File: src/logic/pmbc_pkg.sv
// constants shared by the per-port basic control register bank
package pmbc_pkg;
  localparam int unsigned NUM_PORTS     = 5;
  localparam logic [4:0]  PHY_ADDR_FIRST = 5'h01;
  localparam logic [4:0]  PHY_ADDR_LAST  = 5'h05;
  localparam logic [4:0]  REG_BASIC_CTRL = 5'h00;

  // field positions of the basic control word
  localparam int unsigned BIT_SOFT_RESET    = 15;
  localparam int unsigned BIT_MAC_LOOPBACK  = 14;
  localparam int unsigned BIT_SPEED_100     = 13;
  localparam int unsigned BIT_NEG_ENABLE    = 12;
  localparam int unsigned BIT_POWER_DOWN    = 11;
  localparam int unsigned BIT_LINE_ISOLATE  = 10;
  localparam int unsigned BIT_NEG_RESTART   = 9;
  localparam int unsigned BIT_FULL_DUPLEX   = 8;
  localparam int unsigned BIT_XOVER_ALGO    = 5;
  localparam int unsigned BIT_FORCE_STRAIGHT = 4;
  localparam int unsigned BIT_XOVER_DISABLE = 3;
  localparam int unsigned BIT_FAR_FAULT_DIS = 2;
  localparam int unsigned BIT_TX_DISABLE    = 1;
  localparam int unsigned BIT_LED_DISABLE   = 0;

  // reset value: speed 100, negotiation on, standard crossover variant
  localparam logic [15:0] CTRL_RESET      = 16'h3020;
  // storable bits; 15 and 9 are self-clearing, 7 and 6 read zero
  localparam logic [15:0] CTRL_STORE_MASK = 16'h7d3f;

  // management frame layout
  localparam logic [5:0]  PREAMBLE_ONES = 6'h20;
  localparam logic [5:0]  HDR_BITS_LAST = 6'h0b;
  localparam logic [5:0]  DATA_BITS_LAST = 6'h0f;
  localparam logic [1:0]  OP_WRITE      = 2'h1;
  localparam logic [1:0]  OP_READ       = 2'h2;

  typedef enum logic [2:0] {
    MF_IDLE,
    MF_START,
    MF_HDR,
    MF_TURN,
    MF_DATA
  } pmbc_frame_t;
endpackage

File: src/logic/pmbc_mgmt_frame.sv
// serial management frame slave: decodes clause-22 frames into register accesses
`timescale 1ns/1ns
module pmbc_mgmt_frame (
  input  wire logic        ref_clk,
  input  wire logic        sys_rst,
  input  wire logic        clk_en,
  input  wire logic        mdc,
  input  wire logic        mdio_in,
  output logic             mdio_out,
  output logic             mdio_oe,
  output logic [4:0]       acc_phy,
  output logic [4:0]       acc_reg,
  output logic [15:0]      acc_wdata,
  output logic             acc_wr,
  input  wire logic [15:0] acc_rdata
);
  import pmbc_pkg::*;

  pmbc_frame_t state_ff, nxt_state;
  logic [5:0]  cnt_ff, nxt_cnt;
  logic [15:0] sh_ff, nxt_sh;
  logic [1:0]  op_ff, nxt_op;
  logic        mdc_ff;
  logic [4:0]  phy_ff, nxt_phy, reg_ff, nxt_reg;
  logic [15:0] wd_ff, nxt_wd;
  logic        wr_ff, nxt_wr, out_ff, nxt_out, oe_ff, nxt_oe;
  logic        rise;

  // mdc is synchronous to ref_clk, so one register suffices for the edge
  assign rise = mdc & ~mdc_ff;

  // frame walk: bits are sampled and driven on the mdc rising edge
  always_comb begin
    nxt_state = state_ff;
    nxt_cnt   = cnt_ff;
    nxt_sh    = sh_ff;
    nxt_op    = op_ff;
    nxt_phy   = phy_ff;
    nxt_reg   = reg_ff;
    nxt_wd    = wd_ff;
    nxt_wr    = 1'b0;
    nxt_out   = out_ff;
    nxt_oe    = oe_ff;
    if (rise) begin
      case (state_ff)
        MF_IDLE: begin
          if (mdio_in) begin
            if (cnt_ff < PREAMBLE_ONES) nxt_cnt = cnt_ff + 6'h01;
          end else if (cnt_ff == PREAMBLE_ONES) begin
            nxt_state = MF_START;
          end else begin
            nxt_cnt = 6'h00;
          end
        end
        MF_START: begin
          nxt_cnt   = 6'h00;
          nxt_state = mdio_in ? MF_HDR : MF_IDLE;
        end
        MF_HDR: begin
          nxt_sh  = {sh_ff[14:0], mdio_in};
          nxt_cnt = cnt_ff + 6'h01;
          if (cnt_ff == HDR_BITS_LAST) begin
            nxt_op  = sh_ff[10:9];
            nxt_phy = sh_ff[8:4];
            nxt_reg = {sh_ff[3:0], mdio_in};
            nxt_cnt = 6'h00;
            nxt_state = (sh_ff[10:9] == OP_READ || sh_ff[10:9] == OP_WRITE) ? MF_TURN : MF_IDLE;
          end
        end
        MF_TURN: begin
          nxt_cnt = cnt_ff + 6'h01;
          if (cnt_ff == 6'h00) begin
            if (op_ff == OP_READ) begin
              nxt_oe  = 1'b1; // second turnaround bit driven low
              nxt_out = 1'b0;
              nxt_sh  = acc_rdata;
            end
          end else begin
            if (op_ff == OP_READ) begin
              nxt_out = sh_ff[15];
              nxt_sh  = {sh_ff[14:0], 1'b0};
            end
            nxt_cnt   = 6'h00;
            nxt_state = MF_DATA;
          end
        end
        MF_DATA: begin
          nxt_cnt = cnt_ff + 6'h01;
          if (op_ff == OP_READ) begin
            nxt_out = sh_ff[15];
            nxt_sh  = {sh_ff[14:0], 1'b0};
          end else begin
            nxt_sh = {sh_ff[14:0], mdio_in};
          end
          if (cnt_ff == DATA_BITS_LAST) begin
            nxt_oe    = 1'b0;
            nxt_out   = 1'b0;
            nxt_cnt   = 6'h00;
            nxt_state = MF_IDLE;
            if (op_ff == OP_WRITE) begin
              nxt_wd = {sh_ff[14:0], mdio_in};
              nxt_wr = 1'b1;
            end
          end
        end
        default: begin
          nxt_state = MF_IDLE;
          nxt_cnt   = 6'h00;
          nxt_oe    = 1'b0;
        end
      endcase
    end
  end

  // registers; clock enable low freezes everything
  always_ff @(posedge ref_clk) begin
    if (sys_rst) begin
      state_ff <= MF_IDLE;
      cnt_ff   <= 6'h00;
      sh_ff    <= 16'h0000;
      op_ff    <= 2'h0;
      phy_ff   <= 5'h00;
      reg_ff   <= 5'h00;
      wd_ff    <= 16'h0000;
      wr_ff    <= 1'b0;
      out_ff   <= 1'b0;
      oe_ff    <= 1'b0;
      mdc_ff   <= 1'b0;
    end else if (clk_en) begin
      state_ff <= nxt_state;
      cnt_ff   <= nxt_cnt;
      sh_ff    <= nxt_sh;
      op_ff    <= nxt_op;
      phy_ff   <= nxt_phy;
      reg_ff   <= nxt_reg;
      wd_ff    <= nxt_wd;
      wr_ff    <= nxt_wr;
      out_ff   <= nxt_out;
      oe_ff    <= nxt_oe;
      mdc_ff   <= mdc;
    end
  end

  assign mdio_out  = out_ff;
  assign mdio_oe   = oe_ff;
  assign acc_phy   = phy_ff;
  assign acc_reg   = reg_ff;
  assign acc_wdata = wd_ff;
  assign acc_wr    = wr_ff;
endmodule // pmbc_mgmt_frame

File: src/logic/pmbc_top.sv
// per-port phy basic control register bank with management frame and host port access
// Behaviour
// - phy addresses 1 to 5 select ports 1 to 5 in management frames
// - within a port, only register address 0, the basic control word, forms the map
// - the control word is also reachable from the host port, same port and register mapping
// - bit 15 soft-resets the port, self-clears, reads zero
// - bit 14 turns on mac loopback for that port, default 0
// - bit 13 selects forced speed, 1 is 100 and 0 is 10, resets 1
// - bit 12 enables auto-negotiation, resets to 1
// - bit 11 powers the port's phy down, resets 0
// - bit 10 isolates the phy from its transmit pair, resets 0
// - writing 1 to bit 9 restarts auto-negotiation, resets 0
// - bit 8 selects forced duplex, 1 full and 0 half, resets 0
// - bit 5 picks crossover algorithm, 1 standard, 0 own, resets 1
// - bit 4 forces straight pair usage, resets 0
// - bit 3 disables automatic crossover, resets 0
// - bits 2,1,0 disable far-end fault, transmitter and leds, reset 0
`timescale 1ns/1ns
module pmbc_top (
  input  wire logic                            ref_clk,
  input  wire logic                            sys_rst,
  input  wire logic                            clk_en,
  input  wire logic                            mdc,
  input  wire logic                            mdio_in,
  output logic                                 mdio_out,
  output logic                                 mdio_oe,
  input  wire logic                            host_sel,
  input  wire logic                            host_wr,
  input  wire logic [4:0]                      host_port,
  input  wire logic [4:0]                      host_reg,
  input  wire logic [15:0]                     host_wdata,
  output logic [15:0]                          host_rdata,
  output logic                                 host_ready,
  output logic [pmbc_pkg::NUM_PORTS-1:0]       phy_soft_reset,
  output logic [pmbc_pkg::NUM_PORTS-1:0]       mac_loopback,
  output logic [pmbc_pkg::NUM_PORTS-1:0]       speed_100,
  output logic [pmbc_pkg::NUM_PORTS-1:0]       negotiation_enable,
  output logic [pmbc_pkg::NUM_PORTS-1:0]       power_down,
  output logic [pmbc_pkg::NUM_PORTS-1:0]       line_isolate,
  output logic [pmbc_pkg::NUM_PORTS-1:0]       negotiation_restart,
  output logic [pmbc_pkg::NUM_PORTS-1:0]       full_duplex,
  output logic [pmbc_pkg::NUM_PORTS-1:0]       crossover_algorithm_select,
  output logic [pmbc_pkg::NUM_PORTS-1:0]       force_straight_pairs,
  output logic [pmbc_pkg::NUM_PORTS-1:0]       auto_crossover_disable,
  output logic [pmbc_pkg::NUM_PORTS-1:0]       far_fault_disable,
  output logic [pmbc_pkg::NUM_PORTS-1:0]       transmit_disable,
  output logic [pmbc_pkg::NUM_PORTS-1:0]       led_disable
);
  import pmbc_pkg::*;

  logic [15:0]          ctrl_ff [NUM_PORTS];
  logic [15:0]          nxt_ctrl [NUM_PORTS];
  logic [NUM_PORTS-1:0] srst_ff, nxt_srst, rstrt_ff, nxt_rstrt;
  logic [15:0]          hrd_ff, nxt_hrd;
  logic [4:0]           mf_phy, mf_reg;
  logic [15:0]          mf_wdata;
  logic                 mf_wr;
  logic [15:0]          mf_rdata;

  // port index from a phy address; ports 1..5 map to index 0..4
  function automatic logic [2:0] port_idx(input logic [4:0] phy);
    logic [4:0] d;
    d = phy - PHY_ADDR_FIRST;
    return d[2:0];
  endfunction

  // true when the address pair hits a stored control word
  function automatic logic hits_ctrl(input logic [4:0] phy, input logic [4:0] regad);
    return (phy >= PHY_ADDR_FIRST) && (phy <= PHY_ADDR_LAST)
        && (regad == REG_BASIC_CTRL);
  endfunction

  // read value; everything outside the control word reads zero here
  function automatic logic [15:0] read_word(input logic [4:0] phy, input logic [4:0] regad,
                                            input logic [15:0] cw [NUM_PORTS]);
    logic [15:0] v;
    v = 16'h0000;
    if (hits_ctrl(phy, regad)) v = cw[port_idx(phy)] & CTRL_STORE_MASK;
    return v;
  endfunction

  pmbc_mgmt_frame pmbc_mgmt_frame_i (
    .ref_clk   (ref_clk),
    .sys_rst   (sys_rst),
    .clk_en    (clk_en),
    .mdc       (mdc),
    .mdio_in   (mdio_in),
    .mdio_out  (mdio_out),
    .mdio_oe   (mdio_oe),
    .acc_phy   (mf_phy),
    .acc_reg   (mf_reg),
    .acc_wdata (mf_wdata),
    .acc_wr    (mf_wr),
    .acc_rdata (mf_rdata)
  );

  // frame read data; the slave latches it in the turnaround
  assign mf_rdata = read_word(mf_phy, mf_reg, ctrl_ff);

  // host port is stalled only while a frame write lands in the same cycle
  assign host_ready = ~mf_wr;

  // write merge: frame write first, host write when no frame write is due
  always_comb begin
    logic [4:0]  wphy;
    logic [4:0]  wreg;
    logic [15:0] wdat;
    logic        wen;
    logic [2:0]  p;
    wphy = mf_wr ? mf_phy : host_port;
    wreg = mf_wr ? mf_reg : host_reg;
    wdat = mf_wr ? mf_wdata : host_wdata;
    wen  = mf_wr | (host_sel & host_wr);
    p    = port_idx(wphy);
    nxt_srst  = '0;
    nxt_rstrt = '0;
    for (int i = 0; i < NUM_PORTS; i++) begin
      nxt_ctrl[i] = ctrl_ff[i];
    end
    if (wen && hits_ctrl(wphy, wreg)) begin
      if (wdat[BIT_SOFT_RESET]) begin
        nxt_ctrl[p] = CTRL_RESET;
        nxt_srst[p] = 1'b1;
      end else begin
        nxt_ctrl[p]  = wdat & CTRL_STORE_MASK;
        nxt_rstrt[p] = wdat[BIT_NEG_RESTART];
      end
    end
  end

  // host read data is registered, valid the cycle after a select
  always_comb begin
    nxt_hrd = hrd_ff;
    if (host_sel && !host_wr) nxt_hrd = read_word(host_port, host_reg, ctrl_ff);
  end

  // control state; clock enable low holds it
  always_ff @(posedge ref_clk) begin
    if (sys_rst) begin
      for (int i = 0; i < NUM_PORTS; i++) begin
        ctrl_ff[i] <= CTRL_RESET;
      end
      srst_ff  <= '0;
      rstrt_ff <= '0;
      hrd_ff   <= 16'h0000;
    end else if (clk_en) begin
      for (int i = 0; i < NUM_PORTS; i++) begin
        ctrl_ff[i] <= nxt_ctrl[i];
      end
      srst_ff  <= nxt_srst;
      rstrt_ff <= nxt_rstrt;
      hrd_ff   <= nxt_hrd;
    end
  end

  // per-port field fan-out, each bit straight from its flip-flop
  always_comb begin
    for (int i = 0; i < NUM_PORTS; i++) begin
      mac_loopback[i]               = ctrl_ff[i][BIT_MAC_LOOPBACK];
      speed_100[i]                  = ctrl_ff[i][BIT_SPEED_100];
      negotiation_enable[i]         = ctrl_ff[i][BIT_NEG_ENABLE];
      power_down[i]                 = ctrl_ff[i][BIT_POWER_DOWN];
      line_isolate[i]               = ctrl_ff[i][BIT_LINE_ISOLATE];
      full_duplex[i]                = ctrl_ff[i][BIT_FULL_DUPLEX];
      crossover_algorithm_select[i] = ctrl_ff[i][BIT_XOVER_ALGO];
      force_straight_pairs[i]       = ctrl_ff[i][BIT_FORCE_STRAIGHT];
      auto_crossover_disable[i]     = ctrl_ff[i][BIT_XOVER_DISABLE];
      far_fault_disable[i]          = ctrl_ff[i][BIT_FAR_FAULT_DIS];
      transmit_disable[i]           = ctrl_ff[i][BIT_TX_DISABLE];
      led_disable[i]                = ctrl_ff[i][BIT_LED_DISABLE];
    end
  end

  assign phy_soft_reset      = srst_ff;
  assign negotiation_restart = rstrt_ff;
  assign host_rdata          = hrd_ff;
endmodule // pmbc_top

File: config.mk
export PLATFORM = sky130hd
export DESIGN_NAME = pmbc_top
export DESIGN_NICKNAME = d
export VERILOG_FILES = /design/src/logic/pmbc_pkg.sv /design/src/logic/pmbc_mgmt_frame.sv /design/src/logic/pmbc_top.sv
export SDC_FILE = /design/constraint.sdc
export NUM_CORES = 1
export LEC_CHECK = 0
export ABC_CLOCK_PERIOD_IN_PS = 3500
export BUFFER_PORTS_ARGS = -buffer_cell sky130_fd_sc_hd__buf_2
export CAP_MARGIN = 10
export CORE_AREA = 10 10 136 200
export DETAILED_ROUTE_END_ITERATION = 8
export DIE_AREA = 0 0 146 210
export GPL_TIMING_DRIVEN = 1
export PLACE_DENSITY_LB_ADDON = 0.12
export SYNTH_ARGS = -nofsm -noshare
export SYNTH_HDL_FRONTEND = slang
export SYNTH_SLANG_ARGS = --single-unit
export TNS_END_PERCENT = 5
File: constraint.sdc
create_clock -name ref_clk -period 3.5 [get_ports ref_clk]
set_clock_uncertainty 0.2 [all_clocks]
set_input_delay 0.7 -clock ref_clk [delete_from_list [all_inputs] [get_ports ref_clk]]
set_output_delay 0.7 -clock ref_clk [all_outputs]
set_load 0.005 [all_outputs]
==> impl_results.md <==
- Area share of the largest cell type after synthesis: 39.50%
- Power per unit of standard cell area: 451.0 mW/mm2
- Critical path arrival: 2940 ps
- Clock-pin slew on the worst setup and hold paths: 60 ps
- Most flops, register: pmbc_mgmt_frame_i.sh_ff
- Final hold violation count: 0
- Fraction of final layout cells with drive strength greater than 1: 25.09%
- Worst relative slew slack: 51.47%
- Top_reg_cell synth: dfxtp_1
- Gp weighted congestion: 0.7920
- Synthesis-to-finish area growth: 23.07%
- Num CTS Buffers: 17
- Via count normalized by instance count: 4.882
- Fmax: 351.6 MHz
- Placed Cells: 1152
- Total I/O pin count: 122
- Antenna viol nets, final: 0
- Final Cell Area: 0.008544 mm2
- Total via count after detailed routing: 5780
- Actual transition at the worst max-transition pin: 727.9 ps
- Crit share post-route: 81.26%
- Core Area: 0.02357 mm2
- Cell Area, Synth: 0.006943 mm2
- Clock Sink Count: 137
- Maximum number of pins on one net before global-route repair: 73
- Total number of nets in the final design: 893
- H-Tree Depth: 4
- Post-synthesis cell count: 745
- Syn avg cell area: 9.319 um2
- Final global-route overflow total: 0
- Final-layout setup total negative slack: 0 ps
- Leading area contributor after synthesis: dfxtp_1
- Row cnt: 69
- Count of max-cap constraint violations: 0
- Crit. Startpoint: pmbc_mgmt_frame_i.acc_phy[0]
- Critical path required time: 3590 ps
- Result of the run: finished clean
- Unrepaired setup endpoints after global routing: false
- Sequential element share of the synthesized area: 39.50%
- Post-synthesis async set-or-reset flop share: 0%
- First DRT Iteration DRCs: 341
- Count of hold buffers inserted by post-cts repair: 0
- Critical path type: reg -> reg
- R2r endpoint: power_down[3]
- Capturing element of the worst setup path: power_down[3]
- Clock latency on the worst-skew pair: 420 ps
- Worst Path Max Fanout: 12
- Final setup margin: 656.0 ps
- Dpl ws: 450.1 ps
- Die width: 146 um
- R2R depth: 7
- Worst min-delay path class: reg -> reg
- Shortest clock period the worst path allows after layout: 2844 ps
- Number of search-and-repair iterations in the first detailed-routing pass: 5
- Antenna violations before repair: 0
- N_diodes: 0
- Residual DRC: 0
- Total wirelength of the detailed-routed design: 23070 um
- Total setup buffers inserted after CTS: 0
- Y dimension of the die: 210 um
- Number of distinct library cells after synthesis: 58
- Worst hold path stage count: 2
- Leakage power: 3.712 nW
- Top area cells in the synthesized netlist: dfxtp_1 (40%), mux2i_1 (14%), mux4_2 (7.8%)
- Area of placed instances: 0.007849 mm2
- FF-to-FF Start: pmbc_mgmt_frame_i.acc_phy[0]
- Port-buffer cells: 115
- Maximum resistive drop on vdd: 348.8 uV
- Global-route wire length before repair: 35840 um
- Clock root buffer master: clkbuf_16
- Initial cell density of the core: 29.46%
- Worst setup slack for register-to-register paths: 660 ps
- Maximum number of buffers from clock root to sink: 2
- TritonCTS clock tree: yes
- Combined global-route utilization of all metal layers: 14.96%
- Routed length per instance: 19.49 um
- DIE AREA: 0.03066 mm2
- Kind of start point of the critical path: flip-flop
- Via count of the first global-routing pass: 6090
- Slew Limit Fails: 0
- Finished Layout Cells: 1184
- Max FFs per register: 16
- Register bit count reported by yosys: 137
- HPWL after detailed placement: 17430 um
- Final number of setup-violating endpoints: 0
- Post-synth EDFFs: 0
- Capturing element type of the critical path: flip-flop
- Number of resized instances in the post-cts repair step: 0
- Number of warning messages in the yosys log: 0
-- metrics by stage --
step	util [%]	hold WS [ps]	power [W]
global route	36.25	269.1	0.003979
finish	36.25	236.6	0.003854
CTS	36.25	240.3	0.003902
floorplan	-	231.9	0.001708
detailed placement	33.30	232.5	0.001777
global placement	33.30	230.2	0.001778
-- cell usage after synthesis (all sizes together), types with 3 or more instances --
cell	number
dfxtp	137
mux2i	94
nand2	88
nor2	80
nand2b	49
o21ai	38
clkbuf	29
buf	28
mux4	24
a21oi	19
nor3	19
a22oi	14
nand3	13
a221oi	11
inv	11
mux2	10
ha	8
and2	7
a211oi	6
nand3b	5
o31ai	4
or3	4
xnor2	4
a31oi	3
a32o	3
and3	3
nor2b	3
nor3b	3
nor4	3
-- worst max-delay path, cell delays in order, from the launching register on --
cell	delay, ps
dfxtp_1	540
mux2i_1	230
inv_1	180
ha_1	180
and4b_1	200
a211oi_2	490
nand2_2	460
mux2i_1	220
-- worst min path at each step --
| stage | from | endpoint | slack [ps] |
|---|---|---|---|
| finish | negotiation_restart[4] | negotiation_restart[4] | 240 |
| global route | negotiation_restart[4] | negotiation_restart[4] | 270 |
| CTS | negotiation_restart[4] | negotiation_restart[4] | 240 |
| detailed placement | negotiation_restart[4] | negotiation_restart[4] | 230 |
| global placement | negotiation_restart[4] | negotiation_restart[4] | 230 |
| floorplan | pmbc_mgmt_frame_i.sh_ff[15] | pmbc_mgmt_frame_i.sh_ff[15] | 230 |
-- cell usage in the layout (no fill, tap or decap), drive strengths merged, types with 2 or more instances in the layout --
cell,count
a22oi,14
or3,4
and4b,2
ha,8
buf,142
nand2b,49
nor3b,3
and3,3
nand2,88
clkbuf,21
mux2i,94
inv,11
conb,4
o211ai,2
a21oi,19
clkinvlp,4
a31oi,3
mux4,24
nor2,80
a221oi,11
nand3b,5
nor4,3
and2,7
o21ai,38
a211oi,6
a32o,3
dfxtp,137
nand3,13
o31ai,4
or4b,2
nor3,19
and3b,2
mux2,10
xnor2,4
bufinv,6
nor2b,3
-- power by group --
group / total, W / switching (W) / internal [W]
sequential: 0.00156 / 0.00000120 / 0.00156
combinational: 0.000179 / 0.000114 / 0.0000653
clock: 0.00211 / 0.000702 / 0.00141
total: 0.00385 / 0.000817 / 0.00304
-- logic make-up after synthesis --
logic type	after synthesis	share of synthesized area, %
xor+xnor	5	0.6307
flops	137	39.50
mux	128	22.96
fa+ha+maj	8	1.442
compound gates	109	10.15
buf+inv	68	4.812
simple gates	289	20.45
other cells	1	0.05401
-- routing by layer --
metal	part of all wire [%]	GRT usage (%)	vias to the layer above
met5	0	0	-
met4	1.5	4.534	0
met3	3.6	3.431	21
met2	55	28.28	116
met1	40	16.11	2805
li1	-	-	2838
-- final cells by class --
class / instances / area (um2)
well taps: 319 / 399.1
clock buffers: 21 / 480.5
fillers: 2453 / 15020
multi-input cells: 543 / 3885
repair buffers: 142 / 780.7
flip-flops and latches: 137 / 2743
clock inverters: 11 / 215.2
inverters: 11 / 41.29
Note: power is estimated with default switching activity, not from simulation.
